File: src/hw/sxr_params.svh
`ifndef SXR_PARAMS_SVH
`define SXR_PARAMS_SVH

// ***************************************************************
// Register offsets (byte addresses)
// ***************************************************************
`define SXR_OFS_CTRL 8'h00
`define SXR_OFS_STATUS 8'h04
`define SXR_OFS_IRQ_STAT 8'h08
`define SXR_OFS_IRQ_MASK 8'h0c

// ***************************************************************
// Control register fields
// ***************************************************************
`define SXR_CTRL_CLKSEL_LSB 0
`define SXR_CTRL_SHIFT_LSB 4
`define SXR_CTRL_SRCSEL_BIT 6

// ***************************************************************
// Status register fields
// ***************************************************************
`define SXR_STAT_STATE_LSB 0
`define SXR_STAT_TFLAG_BIT 2
`define SXR_STAT_SFLAG_BIT 3
`define SXR_STAT_COUNT_LSB 8

// ***************************************************************
// Interrupt status bits
// ***************************************************************
`define SXR_IRQ_WAKE_FLAG 0
`define SXR_IRQ_WAKE_RESET 1
`define SXR_IRQ_TIMER_OVF 2
`define SXR_IRQ_BITS 3

// ***************************************************************
// Reset values, count-pulse selections and bus responses
// ***************************************************************
`define SXR_RST_CLKSEL 2'h0
`define SXR_RST_SHIFT 3'h0
`define SXR_RST_IRQ_MASK 3'h0
`define SXR_SEL_DIV256 2'h0
`define SXR_SEL_DIV32 2'h1
`define SXR_SEL_DIV4 2'h2
`define SXR_SEL_EXT 2'h3
`define SXR_AXI_OKAY 2'h0
`define SXR_AXI_SLVERR 2'h2

`endif

File: src/hw/sxr_pkg.sv
package sxr_pkg;

  // Gray codes along run -> halt -> stop, init beside
  typedef enum logic [1:0] {
    SXR_RUN = 2'h0,
    SXR_HALT = 2'h1,
    SXR_STOP = 2'h3,
    SXR_INIT = 2'h2
  } sxr_state_e;

endpackage

File: src/hw/sxr_standby_reset.sv
// The implementer's own choices: the register addresses and register access over AXI4-Lite.
`timescale 1ns/1ps
`include "sxr_params.svh"

// How it works
// - Any request flag ends standby, resume next
// - Halt exit by flag keeps all state
// - Reset ends either standby mode unconditionally
// - Stay held during reset, then fetch zero
// - Reset exit keeps data memory contents
// - Reset input is active high
// - Reset clears ten-bit program counter
// - Reset clears both skip flags
// - Reset clears eight-bit timer count
// - Reset clears clock select, divide by 256
// - Reset clears all three prescaler stages
// - Reset clears shift mode bits
// - Reset clears both request flags
// - Stack, accumulator, latches need no reset
// - Reset floats every port, inputs mode
// - Set flag blocks entering standby
module sxr_standby_reset #(
  parameter int PC_WIDTH = 10,
  parameter int PORT_COUNT = 16,
  parameter int COUNT_WIDTH = 8
) (
  // Clock and system reset
  input wire logic i_clock,
  input wire logic i_srst,
  // Device reset pin, active high, not synchronous
  input wire logic i_reset_pin,
  // Instruction execution pulses from the core
  input wire logic i_halt_exec,
  input wire logic i_stop_exec,
  input wire logic i_flag_test_exec,
  input wire logic i_timer_exec,
  input wire logic i_serial_exec,
  // Request sources
  input wire logic i_serial_end_source,
  input wire logic i_external_pin,
  // Core state updates
  input wire logic i_pc_load,
  input wire logic [PC_WIDTH-1:0] i_pc_next,
  input wire logic i_skip_load,
  input wire logic [1:0] i_skip_next,
  input wire logic i_port_oe_load,
  input wire logic [PORT_COUNT-1:0] i_port_oe_next,
  // AXI4-Lite slave
  input wire logic [7:0] s_axi_awaddr,
  input wire logic s_axi_awvalid,
  output logic s_axi_awready,
  input wire logic [31:0] s_axi_wdata,
  input wire logic [3:0] s_axi_wstrb,
  input wire logic s_axi_wvalid,
  output logic s_axi_wready,
  output logic [1:0] s_axi_bresp,
  output logic s_axi_bvalid,
  input wire logic s_axi_bready,
  input wire logic [7:0] s_axi_araddr,
  input wire logic s_axi_arvalid,
  output logic s_axi_arready,
  output logic [31:0] s_axi_rdata,
  output logic [1:0] s_axi_rresp,
  output logic s_axi_rvalid,
  input wire logic s_axi_rready,
  // Core control
  output logic o_cpu_run,
  output logic o_osc_run,
  output logic o_init,
  output logic o_fetch_zero,
  output logic [PC_WIDTH-1:0] o_pc,
  output logic [1:0] o_skip_flags,
  // Timer and flags
  output logic [COUNT_WIDTH-1:0] o_timer_count,
  output logic o_timer_request_flag,
  output logic o_shared_request_flag,
  output logic [1:0] o_clock_select,
  output logic [2:0] o_shift_mode,
  // Ports and interrupt
  output logic [PORT_COUNT-1:0] o_port_oe,
  output logic o_irq
);

  // ***************************************************************
  // Parameter checks
  // ***************************************************************
  if (PC_WIDTH < 1 || PORT_COUNT < 1 || COUNT_WIDTH < 8 || COUNT_WIDTH > 16) begin : g_chk
    $error("sxr_standby_reset: unsupported parameter values");
  end

  // ***************************************************************
  // Reset pin synchroniser
  // ***************************************************************
  logic rst_meta;
  logic rst_sync;

  // Two flops; only the second one is looked at
  always_ff @(posedge i_clock) begin
    if (i_srst) begin
      rst_meta <= 1'b0;
      rst_sync <= 1'b0;
    end else begin
      rst_meta <= i_reset_pin;
      rst_sync <= rst_meta;
    end
  end

  // ***************************************************************
  // Standby state machine
  // ***************************************************************
  sxr_pkg::sxr_state_e state;
  sxr_pkg::sxr_state_e next_state;
  logic any_flag;
  logic init_now;

  assign any_flag = o_timer_request_flag | o_shared_request_flag;
  assign init_now = (next_state == sxr_pkg::SXR_INIT);

  // Next state; reset pin overrides every state
  always_comb begin
    next_state = state;
    if (rst_sync) begin
      next_state = sxr_pkg::SXR_INIT;
    end else begin
      unique case (state)
        sxr_pkg::SXR_RUN: begin
          // A pending flag makes the standby instruction a no-op
          if (!any_flag && i_stop_exec) begin
            next_state = sxr_pkg::SXR_STOP;
          end else if (!any_flag && i_halt_exec) begin
            next_state = sxr_pkg::SXR_HALT;
          end
        end
        sxr_pkg::SXR_HALT, sxr_pkg::SXR_STOP: begin
          if (any_flag) begin
            next_state = sxr_pkg::SXR_RUN;
          end
        end
        sxr_pkg::SXR_INIT: begin
          next_state = sxr_pkg::SXR_RUN;
        end
      endcase
    end
  end

  // State and core control flops
  always_ff @(posedge i_clock) begin
    if (i_srst) begin
      state <= sxr_pkg::SXR_INIT;
      o_cpu_run <= 1'b0;
      o_osc_run <= 1'b1;
      o_init <= 1'b1;
      o_fetch_zero <= 1'b0;
    end else begin
      state <= next_state;
      o_cpu_run <= (next_state == sxr_pkg::SXR_RUN);
      o_osc_run <= (next_state != sxr_pkg::SXR_STOP);
      o_init <= init_now;
      // One pulse as the core restarts from location zero
      o_fetch_zero <= (state == sxr_pkg::SXR_INIT) && !rst_sync;
    end
  end

  // ***************************************************************
  // Program counter and skip flags
  // ***************************************************************
  // Updates only while running, so a halted core keeps everything.
  // Stack, accumulator, carry, general registers and port latches
  // live in the core and are left alone here.
  always_ff @(posedge i_clock) begin
    if (i_srst || init_now) begin
      o_pc <= '0;
      o_skip_flags <= 2'h0;
    end else if (o_cpu_run) begin
      if (i_pc_load) begin
        o_pc <= i_pc_next;
      end
      if (i_skip_load) begin
        o_skip_flags <= i_skip_next;
      end
    end
  end

  // Port drivers off after reset; data memory is outside.
  always_ff @(posedge i_clock) begin
    if (i_srst || init_now) begin
      o_port_oe <= '0;
    end else if (o_cpu_run && i_port_oe_load) begin
      o_port_oe <= i_port_oe_next;
    end
  end

  // ***************************************************************
  // Prescaler and timer
  // ***************************************************************
  logic [7:0] prescale;
  logic ext_q;
  logic ext_edge;
  logic count_pulse;
  logic overflow;

  assign ext_edge = i_external_pin & ~ext_q;
  assign overflow = count_pulse && (o_timer_count == {COUNT_WIDTH{1'b1}});

  // Count pulse pick from the three prescaler stages or the external pin edge
  always_comb begin
    unique case (o_clock_select)
      `SXR_SEL_DIV256: count_pulse = (prescale == 8'hff);
      `SXR_SEL_DIV32: count_pulse = (prescale[4:0] == 5'h1f);
      `SXR_SEL_DIV4: count_pulse = (prescale[1:0] == 2'h3);
      `SXR_SEL_EXT: count_pulse = ext_edge;
    endcase
  end

  // Prescaler keeps running through standby so the timer can wake us
  always_ff @(posedge i_clock) begin
    if (i_srst || init_now) begin
      prescale <= 8'h00;
      ext_q <= 1'b0;
    end else begin
      prescale <= prescale + 8'h01;
      ext_q <= i_external_pin;
    end
  end

  // Timer count, cleared by reset and by the timer instruction
  always_ff @(posedge i_clock) begin
    if (i_srst || init_now) begin
      o_timer_count <= '0;
    end else if (i_timer_exec && o_cpu_run) begin
      o_timer_count <= '0;
    end else if (count_pulse) begin
      o_timer_count <= o_timer_count + 1'b1;
    end
  end

  // ***************************************************************
  // Request flags
  // ***************************************************************
  logic shared_set;
  logic shared_clr;

  // Select bit picks external edge or serial end as the shared source
  assign shared_set = o_shift_mode[2] ? ext_edge : i_serial_end_source;
  assign shared_clr = o_cpu_run && (i_flag_test_exec || (!o_shift_mode[2] && i_serial_exec));

  // Set beats a clear in the same cycle, so no event is lost
  always_ff @(posedge i_clock) begin
    if (i_srst || init_now) begin
      o_timer_request_flag <= 1'b0;
      o_shared_request_flag <= 1'b0;
    end else begin
      if (overflow) begin
        o_timer_request_flag <= 1'b1;
      end else if (o_cpu_run && (i_flag_test_exec || i_timer_exec)) begin
        o_timer_request_flag <= 1'b0;
      end
      if (shared_set) begin
        o_shared_request_flag <= 1'b1;
      end else if (shared_clr) begin
        o_shared_request_flag <= 1'b0;
      end
    end
  end

  // ***************************************************************
  // Register bus
  // ***************************************************************
  logic aw_have;
  logic w_have;
  logic [7:0] aw_addr;
  logic [31:0] w_data;
  logic [3:0] w_strb;
  logic do_write;
  logic [`SXR_IRQ_BITS-1:0] irq_stat;
  logic [`SXR_IRQ_BITS-1:0] irq_mask;
  logic [`SXR_IRQ_BITS-1:0] irq_event;
  logic [`SXR_IRQ_BITS-1:0] irq_w1c;

  assign do_write = aw_have && w_have && !s_axi_bvalid;

  // Address and data are caught independently, answered together
  always_ff @(posedge i_clock) begin
    if (i_srst) begin
      aw_have <= 1'b0;
      w_have <= 1'b0;
      aw_addr <= 8'h00;
      w_data <= 32'h0000_0000;
      w_strb <= 4'h0;
      s_axi_awready <= 1'b0;
      s_axi_wready <= 1'b0;
      s_axi_bvalid <= 1'b0;
      s_axi_bresp <= `SXR_AXI_OKAY;
    end else begin
      s_axi_awready <= !aw_have && !(s_axi_awvalid && s_axi_awready);
      s_axi_wready <= !w_have && !(s_axi_wvalid && s_axi_wready);
      if (s_axi_awvalid && s_axi_awready) begin
        aw_have <= 1'b1;
        aw_addr <= s_axi_awaddr;
      end
      if (s_axi_wvalid && s_axi_wready) begin
        w_have <= 1'b1;
        w_data <= s_axi_wdata;
        w_strb <= s_axi_wstrb;
      end
      if (do_write) begin
        s_axi_bvalid <= 1'b1;
        s_axi_bresp <= (aw_addr[7:4] == 4'h0) ? `SXR_AXI_OKAY : `SXR_AXI_SLVERR;
      end else if (s_axi_bready) begin
        if (s_axi_bvalid) begin
          aw_have <= 1'b0;
          w_have <= 1'b0;
        end
        s_axi_bvalid <= 1'b0;
      end
    end
  end

  // Control register; reset pin initialisation wins over software
  always_ff @(posedge i_clock) begin
    if (i_srst || init_now) begin
      o_clock_select <= `SXR_RST_CLKSEL;
      o_shift_mode <= `SXR_RST_SHIFT;
    end else if (do_write && aw_addr == `SXR_OFS_CTRL && w_strb[0]) begin
      o_clock_select <= w_data[`SXR_CTRL_CLKSEL_LSB +: 2];
      o_shift_mode <= w_data[`SXR_CTRL_SHIFT_LSB +: 3];
    end
  end

  // Interrupt mask register
  always_ff @(posedge i_clock) begin
    if (i_srst) begin
      irq_mask <= `SXR_RST_IRQ_MASK;
    end else if (do_write && aw_addr == `SXR_OFS_IRQ_MASK && w_strb[0]) begin
      irq_mask <= w_data[`SXR_IRQ_BITS-1:0];
    end
  end

  // Sticky events; a new event wins over a write-one clear
  assign irq_event[`SXR_IRQ_WAKE_FLAG] = (state == sxr_pkg::SXR_HALT ||
      state == sxr_pkg::SXR_STOP) && next_state == sxr_pkg::SXR_RUN;
  assign irq_event[`SXR_IRQ_WAKE_RESET] = (state == sxr_pkg::SXR_INIT) && !rst_sync;
  assign irq_event[`SXR_IRQ_TIMER_OVF] = overflow;
  assign irq_w1c = (do_write && aw_addr == `SXR_OFS_IRQ_STAT && w_strb[0]) ?
      w_data[`SXR_IRQ_BITS-1:0] : '0;

  always_ff @(posedge i_clock) begin
    if (i_srst) begin
      irq_stat <= '0;
      o_irq <= 1'b0;
    end else begin
      irq_stat <= (irq_stat & ~irq_w1c) | irq_event;
      o_irq <= |(irq_stat & irq_mask);
    end
  end

  // Read channel, one answer per accepted address
  always_ff @(posedge i_clock) begin
    if (i_srst) begin
      s_axi_arready <= 1'b0;
      s_axi_rvalid <= 1'b0;
      s_axi_rdata <= 32'h0000_0000;
      s_axi_rresp <= `SXR_AXI_OKAY;
    end else begin
      s_axi_arready <= !s_axi_rvalid && !(s_axi_arvalid && s_axi_arready);
      if (s_axi_arvalid && s_axi_arready) begin
        s_axi_rvalid <= 1'b1;
        s_axi_rresp <= `SXR_AXI_OKAY;
        s_axi_rdata <= 32'h0000_0000;
        unique case (s_axi_araddr)
          `SXR_OFS_CTRL: begin
            s_axi_rdata[`SXR_CTRL_CLKSEL_LSB +: 2] <= o_clock_select;
            s_axi_rdata[`SXR_CTRL_SHIFT_LSB +: 3] <= o_shift_mode;
          end
          `SXR_OFS_STATUS: begin
            s_axi_rdata[`SXR_STAT_STATE_LSB +: 2] <= state;
            s_axi_rdata[`SXR_STAT_TFLAG_BIT] <= o_timer_request_flag;
            s_axi_rdata[`SXR_STAT_SFLAG_BIT] <= o_shared_request_flag;
            s_axi_rdata[`SXR_STAT_COUNT_LSB +: COUNT_WIDTH] <= o_timer_count;
          end
          `SXR_OFS_IRQ_STAT: s_axi_rdata[`SXR_IRQ_BITS-1:0] <= irq_stat;
          `SXR_OFS_IRQ_MASK: s_axi_rdata[`SXR_IRQ_BITS-1:0] <= irq_mask;
          default: s_axi_rresp <= `SXR_AXI_SLVERR;
        endcase
      end else if (s_axi_rready) begin
        s_axi_rvalid <= 1'b0;
      end
    end
  end
endmodule

File: config.mk
export PLATFORM = sky130hd
export DESIGN_NAME = sxr_standby_reset
export DESIGN_NICKNAME = d
export VERILOG_FILES = /design/src/hw/sxr_pkg.sv /design/src/hw/sxr_standby_reset.sv
export VERILOG_INCLUDE_DIRS = /design/src /design/src/hw
export SDC_FILE = /design/constraint.sdc
export NUM_CORES = 1
export LEC_CHECK = 0
export ABC_AREA = 1
export BUFFER_PORTS_ARGS = -buffer_cell sky130_fd_sc_hd__buf_2
export CAP_MARGIN = 20
export CORE_UTILIZATION = 51
export CTS_CLUSTER_SIZE = 30
export DETAILED_ROUTE_END_ITERATION = 10
export GPL_TIMING_DRIVEN = 0
export HOLD_SLACK_MARGIN = 0.08
export PLACE_DENSITY = 0.85
export SETUP_SLACK_MARGIN = 0.4
export SLEW_MARGIN = 20
export SYNTH_ARGS = -nofsm -noshare
export SYNTH_HDL_FRONTEND = slang
export SYNTH_SLANG_ARGS = --single-unit
File: constraint.sdc
create_clock -name i_clock -period 2.53 [get_ports i_clock]
set_input_delay 0.3795 -clock i_clock [delete_from_list [all_inputs] [get_ports i_clock]]
set_output_delay 0.3795 -clock i_clock [all_outputs]
set_load 0.05 [all_outputs]
; After elaboration in Yosys (flattened, before gate mapping)
; Index checks and enable logic that the tools add are counted.
[classes]
div_mod_pow = 0
magnitude_cmp = 0
n_shift = 0
n_reduce_logical = 54
multipliers = 0
n_eq_ne = 17
bitwise = 7
n_addsub = 2
n_mux = 31
[ops]
columns = cell, n
row1 = "== test 8 x 4 -> 1 bit, second input constant", 4
row2 = logical AND 1 bit, 24
row3 = two-way mux 1 bit, 18
row4 = "adder 8 x 1 -> 8 bit, second input constant", 2
row5 = "== test 8 bit, second input constant", 2
row6 = zero test 8 bit, 2
row7 = "== test 2 bit, second input constant", 6
row8 = two-way mux 2 bit, 6
row9 = zero test 1 bit, 10
row10 = "== test 8 x 3 -> 1 bit, second input constant", 1
row11 = two-way mux 8 bit, 1
row12 = case mux 2 bit (4 select lines), 1
row13 = nonzero test 2 bit, 4
row14 = bitwise AND 3 bit, 2
row15 = zero test 2 bit, 3
row16 = two-way mux 3 bit, 2
row17 = case mux 2 bit (3 select lines), 1
row18 = "== test 5 bit, second input constant", 1
row19 = "== test 2 x 1 -> 1 bit, second input constant", 2
row20 = zero test 4 bit, 1
row21 = logical OR 1 bit, 4
row22 = case mux 1 bit (4 select lines), 1
row23 = AND reduction 2 bit, 2
row24 = OR reduction 2 bit, 2
row25 = other kinds (9), 9
[totals]
ram_bits = 0
n_memories = 0
reg_bits = 109
rom_bits = 0
output_inout_bits = 89
wordCells = 144
latchBits = 0

; Logic depth before layout (Yosys ltp)
; Gate-level depths: netlist (run 1).
[logic_depth]
depth_word = 10
ltp_mapped = 11
mapped_depth_nobuf = 11

; Worst setup path after synthesis (run 1)
; OpenSTA, ideal clock, no wires.
[synth_path]
kind = register to register
start = reg prescale[0]
end = reg irq_stat[2]
arrival_ns = 1.545
path_buffers = 0
setup_ns = 0.131
period_less_slack_ns = 1.676
stages_incl_launch_ff = 12
slack_ns = 0.854
path_cell_list = dfxtp_1 > ha_1 > nand2_1 > inv_2 > nand2_4 > inv_1 > ha_1 > and3_4 > a21oi_4 > nand2_4 > nand2_2 > a21oi_2
[synth_via]
elab_chain_cells = 4
[synth_rtl]
columns = item, line
row1 = start: declaration, sxr_standby_reset.sv:196  ; logic [7:0] prescale;
row2 = start signal: assignment, sxr_standby_reset.sv:221  ; prescale <= prescale + 8'h01;
row3 = == test 8 bit (tied with other cells), sxr_standby_reset.sv:208  ; `SXR_SEL_DIV256: count_pulse = (prescale == 8'hff);
row4 = case mux 1 bit (4 select lines) *, sxr_standby_reset.sv:207  ; unique case (o_clock_select)
row5 = logical AND 1 bit *, sxr_standby_reset.sv:203  ; assign overflow = count_pulse && (o_timer_count == {COUNT_WIDTH{1'b1}});
row6 = bitwise OR 3 bit *, sxr_standby_reset.sv:352  ; irq_stat <= (irq_stat & ~irq_w1c) | irq_event;
row7 = end signal: assignment, sxr_standby_reset.sv:352
row8 = end: declaration, sxr_standby_reset.sv:275  ; logic [`SXR_IRQ_BITS-1:0] irq_stat;
; Mark *: on every way between the ends. The rest lies on a longest branch, timed or not.
; A chain may end at the register's enable or synchronous reset.

; Worst setup path in the final report (run 1)
; Ends and elaborated chain as after synthesis.

==> results of run 1 <==
[power groups by stage]
stage	Clock, mW	Combinational, mW	Sequential [mW]
final	0.921	0.499	1.78
after global routing	1.02	0.542	1.79
after CTS	0.940	0.499	1.78
after detailed placement	0	0.498	1.82
after global placement	0	0.487	1.81
after floorplan	0	0.252	1.92
[worst reg2reg max path, stage by stage, from the launching register on]
cell and delay [ns]:
dfxtp_1 0.34, ha_1 0.23, nand2_1 0.09, inv_2 0.05
nand2_4 0.08, inv_1 0.05, ha_1 0.17, and3_4 0.18
a21oi_4 0.26, nand2_4 0.14, nand2_2 0.12, a21oi_2 0.06
[metal layers]
layer / up-vias / wire length [um] / global-route usage
met5: - / 0 / 0
met4: 0 / 313 / 0.1141
met3: 25 / 780 / 0.03543
met2: 196 / 5087 / 0.4233
met1: 1925 / 4356 / 0.2780
li1: 2124 / - / -
[through the flow]
stage / util / std cells
global route: 0.6553 / 838
finish: 0.6553 / 838
floorplan: - / 580
CTS: 0.6553 / 838
global placement: 0.6345 / 822
detailed placement: 0.6345 / 822
[area by class of cell]
type                    instances  area, um^2
repair buffers                137       685.7
plain buffers                  37       226.5
clock inverters                 5       30.03
inverters                      43       161.4
fillers                       705        2846
clock buffers                  11       141.4
flip-flops and latches        106        2122
well taps                     105       131.4
multi-input cells             394        1913
[synth_stat cells (all sizes together)]
cell / number / share of area
xor2: 3 / 0.0060
o211ai: 2 / 0.0034
and3: 2 / 0.0040
clkinv: 3 / 0.0026
o21ai: 22 / 0.025
buf: 28 / 0.044
clkbuf: 9 / 0.0078
nor4: 2 / 0.0098
nor3: 9 / 0.013
nor2: 56 / 0.055
ha: 3 / 0.0086
xnor2: 2 / 0.0040
dfxtp: 106 / 0.49
inv: 40 / 0.034
nand3: 47 / 0.054
or2: 2 / 0.0029
o22ai: 1 / 0.0014
a21oi: 77 / 0.094
conb: 1 / 0.00086
a31oi: 2 / 0.0029
nand3b: 1 / 0.0017
nand2: 141 / 0.13
nand4: 3 / 0.0078
[path summary, 6_finish.rpt]
check | start | endpoint | slack, ns
max | prescale[0] | irq_stat[2] | 0.62
min | i_reset_pin | rst_meta | 0.22
max reg2reg | prescale[0] | irq_stat[2] | 0.62
min reg2reg | rst_meta | rst_sync | 0.42
[kinds of logic after synthesis]
kind of cell               after synthesis  share of synthesized area
AOI/OAI and AO/OA                      104                     0.1267
xor gates and xnor gates                 5                    0.01006
buffers and inverters                   80                    0.08905
and+or+nand+nor                        263                     0.2775
other                                    1                  0.0008610
adders and majority gates                3                   0.008619
DFF                                    106                     0.4872
[sequential cells by signal, summed over array words and instances, names as in the netlist, 3 cells and up]
signal and flops:
w_data 6, aw_addr 8, o_shift_mode 3, s_axi_rdata 15, o_timer_count 8, irq_mask 3
o_pc 10, irq_stat 3, o_port_oe 16, prescale 8
==> flow_metrics.env, run 1 <==
export IMPL_min_path_type="input port to flop"
export IMPL_crit_buf_inv=2
export IMPL_drcViolationCount=0
export IMPL_gp_congestion=0.8787
export IMPL_dp_hpwl_mm=8.130
export IMPL_p_int_mw=2.256
export IMPL_critPathLaunchType="flop"
export IMPL_insertedDiodeCount=0
export IMPL_cts_resized=0
export IMPL_cts_root_buffer="clkbuf_8"
export IMPL_area_delta_synth_final_pct=24.25
export IMPL_slowest_stage="dfxtp_1"
export IMPL_antenna_found_initial=0
export IMPL_syn_area_per_cell_um2=7.750
export IMPL_dr_pass1_iters=5
export IMPL_final_cell_mix="buf_2 (144), nand2_1 (133), dfxtp_1 (106)"
export IMPL_die_area_mm2=0.008913
export IMPL_p_sw_mw=0.9424
export IMPL_grt_max_degree=17
export IMPL_yosys_warnings=0
export IMPL_max_vdd_ir_drop_uv=316.0
export IMPL_p_leak_nw=2.548
export IMPL_row_count=33
export IMPL_rr_worst_depth=11
export IMPL_cp_arrival_ns=2.14
export IMPL_drive_above_1_share=0.2824
export IMPL_grt_pass1_vias=3741
export IMPL_ctsHoldBuffers=0
export IMPL_placed_area_mm2=0.005240
export IMPL_pwr_share_comb=0.156
export IMPL_setup_violations=0
export IMPL_core_area_mm2=0.008258
export IMPL_p_sw_frac=0.2947
export IMPL_power_mw=3.198
export IMPL_wirelength_mm=10.54
export IMPL_cts_setup_buffers=0
export IMPL_clock_skew_ns=0.008858
export IMPL_path_class="flop to flop"
export IMPL_synthCells=562
export IMPL_layout_min_cycle_time_ns=1.906
export IMPL_cts_reportedPaths_clkPinSlew_ns=0.09
export IMPL_synth_distinct_cells=36
export IMPL_drv_cap=0
export IMPL_rsz0062_at_grt="false"
export IMPL_place_ws_ns=0.6523
export IMPL_die_h_um=94.41
export IMPL_ys_seq_area_frac=0.4872
export IMPL_seqPwrFrac=0.556
export IMPL_report_final_slew_viol_count=0
export IMPL_cts_sinks=106
export IMPL_htreeDepth=3
export IMPL_io_buffers=137
export IMPL_clock_path_buffers=2
export IMPL_io_pins=187
export IMPL_cts_tree="yes"
export IMPL_overflow=0
export IMPL_finalWorstSetupSlack_ns=0.6244
export IMPL_die_w_um=94.41
export IMPL_clk_latency_ns=0.36
export IMPL_endpoint_kind="flop"
export IMPL_drt_iter0_drc=161
export IMPL_grt_pass1_wl_mm=16.52
export IMPL_wl_per_cell_um=12.58
export IMPL_numCtsBuffers=9
export IMPL_vias=4270
export IMPL_nets=829
export IMPL_hold_depth=3
export IMPL_setup_tns_ns=0
export IMPL_final_common_cell="buf_2"
export IMPL_final_cell_area_mm2=0.005411
export IMPL_crit_family="simple AND/OR/NAND/NOR gates"
export IMPL_crit_chain="ha_1 > nand2_1 > inv_2 > nand2_4 > inv_1 > ha_1 > and3_4 > a21oi_4 > nand2_4 > nand2_2 > a21oi_2"
export IMPL_crit_required_ns=2.77
export IMPL_start_util=0.5274
export IMPL_hold_slack_ns=0.2187
export IMPL_clkPwrFrac=0.288
export IMPL_powerDensity_mw_per_mm2=591.0
export IMPL_via_per_inst=5.095
export IMPL_synth_area_mm2=0.004355
export IMPL_outcome="complete, no violations"
export IMPL_grt_usage=0.2376
export IMPL_fmax_mhz=524.8
export IMPL_antenna_left=0
export IMPL_synth_seq_cells=106
export IMPL_finalHoldViolCount=0
export IMPL_crit_path_max_fanout=9
export IMPL_cpPeakStageDelay_ns=0.34
export IMPL_finalCritPeriodShare=0.7532
export IMPL_cp_num_cells=11
Note: power is estimated with default switching activity, not from simulation.
==> inputs of run 2 (changes only) <==
--- a/config.mk
+++ b/config.mk
@@ -9,12 +9,12 @@
 export ABC_AREA = 1
 export BUFFER_PORTS_ARGS = -buffer_cell sky130_fd_sc_hd__buf_2
 export CAP_MARGIN = 20
-export CORE_UTILIZATION = 51
+export CORE_UTILIZATION = 43
 export CTS_CLUSTER_SIZE = 30
 export DETAILED_ROUTE_END_ITERATION = 10
 export GPL_TIMING_DRIVEN = 0
 export HOLD_SLACK_MARGIN = 0.08
-export PLACE_DENSITY = 0.85
+export PLACE_DENSITY = 0.76
 export SETUP_SLACK_MARGIN = 0.4
 export SLEW_MARGIN = 20
 export SYNTH_ARGS = -nofsm -noshare
==> constraint.sdc (replaced) <==
create_clock -name i_clock -period 1.7 [get_ports i_clock]
set_input_delay 0.255 -clock i_clock [delete_from_list [all_inputs] [get_ports i_clock]]
set_output_delay 0.255 -clock i_clock [all_outputs]
set_load 0.05 [all_outputs]
==> run 2 against run 1 <==
Net effect:
- power up 57%
- critical path type unchanged
- combinational power up 57%
- critical path depth unchanged
==> flow_metrics.env, run 2 (same netlist as run 1, synthesis figures left out) <==
export IMPL_pwr_share_comb=0.156
export IMPL_cts_tree="yes"
export IMPL_vias=4299
export IMPL_report_final_slew_viol_count=0
export IMPL_largest_register="o_port_oe"
export IMPL_finalWorstSetupSlack_ns=0.04411
export IMPL_htreeDepth=3
export IMPL_p_sw_frac=0.2868
export IMPL_min_path_type="input port to flop"
export IMPL_fmax_mhz=603.9
export IMPL_rsz0062_at_grt="true"
export IMPL_crit_path_max_fanout=5
export IMPL_row_count=36
export IMPL_outcome="complete, no violations"
export IMPL_rr_worst_depth=11
export IMPL_core_area_mm2=0.009774
export IMPL_largest_register_ffs=16
export IMPL_gp_congestion=0.8403
export IMPL_reg_top3="o_port_oe: 16 flops, s_axi_rdata: 15 flops, o_pc: 10 flops"
export IMPL_final_common_cell="nand2_1"
export IMPL_crit_required_ns=1.99
export IMPL_wl_per_cell_um=12.96
export IMPL_fillers=869
export IMPL_via_per_inst=4.874
export IMPL_powerDensity_mw_per_mm2=863.6
export IMPL_cpPeakStageDelay_ns=0.35
export IMPL_grt_pass1_vias=3837
export IMPL_p_int_mw=3.578
export IMPL_numCtsBuffers=9
export IMPL_drv_cap=0
export IMPL_endpoint_kind="flop"
export IMPL_final_cell_mix="nand2_1 (129), buf_2 (124), dfxtp_1 (85)"
export IMPL_instances_no_fill=882
export IMPL_wirelength_mm=11.43
export IMPL_max_vdd_ir_drop_uv=465.5
export IMPL_setup_violations=0
export IMPL_slowest_stage="dfxtp_2"
export IMPL_grt_max_degree=17
export IMPL_cts_sinks=106
export IMPL_dp_hpwl_mm=8.595
export IMPL_seqPwrFrac=0.528
export IMPL_grt_pass1_wl_mm=17.18
export IMPL_critPathLaunchType="flop"
export IMPL_cts_reportedPaths_clkPinSlew_ns=0.10
export IMPL_finalCritPeriodShare=0.9741
export IMPL_overflow=0
export IMPL_dp_cells=850
export IMPL_crit_chain="ha_4 > nand2_2 > inv_2 > nand2_4 > inv_2 > ha_4 > and3_4 > a21oi_4 > buf_4 > nand3_1 > a21oi_1"
export IMPL_antenna_found_initial=1
export IMPL_p_leak_nw=2.677
export IMPL_antenna_left=0
export IMPL_io_buffers=137
export IMPL_ctsHoldBuffers=0
export IMPL_clock_skew_ns=0.01247
export IMPL_p_sw_mw=1.439
export IMPL_cp_arrival_ns=1.94
export IMPL_nets=844
export IMPL_rrSetupSlack_ns=0.04
export IMPL_drcViolationCount=0
export IMPL_dr_pass1_iters=5
export IMPL_place_ws_ns=-0.06265
export IMPL_start_util=0.4456
export IMPL_clkPwrFrac=0.316
export IMPL_drive_above_1_share=0.3583
export IMPL_area_delta_synth_final_pct=33.38
export IMPL_io_pins=187
export IMPL_placed_area_mm2=0.005318
export IMPL_clk_latency_ns=0.37
export IMPL_path_class="flop to flop"
export IMPL_die_w_um=102.6
export IMPL_cts_root_buffer="clkbuf_8"
export IMPL_final_cell_area_mm2=0.005809
export IMPL_hold_depth=3
export IMPL_die_h_um=102.6
export IMPL_grt_usage=0.2103
export IMPL_die_area_mm2=0.01054
export IMPL_drt_iter0_drc=204
export IMPL_layout_min_cycle_time_ns=1.656
export IMPL_finalHoldViolCount=0
export IMPL_clock_path_buffers=2
==> run 2: changes by cell type in the layout (fill, tap and decap cells not counted), sizes merged <==
cell      before  now
clkbuf        20   24
diode          0    1
clkinv         6    3
buf          165  177
bufinv         0    1
clkinvlp       2    3
==> run 2: per-stage QoR <==
step	TNS [ns]	util	power (mW)	hold WS, ns
3_3_place_gp	-0.06022	0.5440	3.434	0.4014
4_1_cts	0	0.5801	5.024	0.08881
2_1_floorplan	0	-	3.240	0.3620
6_report	0	0.5943	5.017	0.09491
3_5_place_dp	-0.4860	0.5440	3.451	0.3945
5_1_grt	-0.05622	0.5943	5.218	0.08749
==> run 2: final cells by class <==
| class | count | area [um^2] | area share |
|---|---|---|---|
| antenna | 1 | 2.502 | 0.0004308 |
| buffer | 37 | 242.7 | 0.04178 |
| clock buffer | 12 | 155.1 | 0.02671 |
| clock inverter | 4 | 50.05 | 0.008615 |
| inverter | 43 | 165.2 | 0.02843 |
| multi-input combinational | 394 | 2027 | 0.3489 |
| sequential | 106 | 2151 | 0.3702 |
| tap | 133 | 166.4 | 0.02865 |
| timing repair buffer | 152 | 849.6 | 0.1462 |
==> run 2: critical path: cells and delay by family, from the launching register on <==
family          cells  cell delay (ns)
buf+inv             3             0.25
flops               1             0.35
simple gates        4             0.31
fa+ha+maj           2             0.30
compound gates      2             0.37
==> run 2: final timing paths <==
| path | startpoint | endpoint |
|---|---|---|
| setup / recovery | prescale[0] | o_timer_count[0] |
| hold / removal | i_reset_pin | rst_meta |
| setup reg to reg | prescale[0] | o_timer_count[0] |
| hold reg to reg | rst_meta | rst_sync |
==> run 2: routing by layer <==
metal	vias to the layer above	routed length, um	GRT usage
met1	1940	4758	0.2364
met3	28	849	0.04814
met2	181	5532	0.3708
met5	-	0	0
li1	2150	-	-
met4	0	286	0.1099
==> run 2: what timing repair did <==
| item | in CTS | in global routing |
|---|---|---|
| setup buffers | 7 | 8 |
| setup endpoints to repair | 28 | 64 |
| gates resized for setup | 35 | 29 |
| hold endpoints to repair | 0 | 0 |
| pin swaps | 10 | 6 |
==> run 2: power groups by stage <==
stage | sequential (mW) | clock [mW] | combinational (mW)
CTS | 2.65 | 1.62 | 0.760
global route | 2.66 | 1.70 | 0.851
global placement | 2.70 | 0 | 0.733
detailed placement | 2.71 | 0 | 0.745
finish | 2.65 | 1.59 | 0.781
floorplan | 2.86 | 0 | 0.377
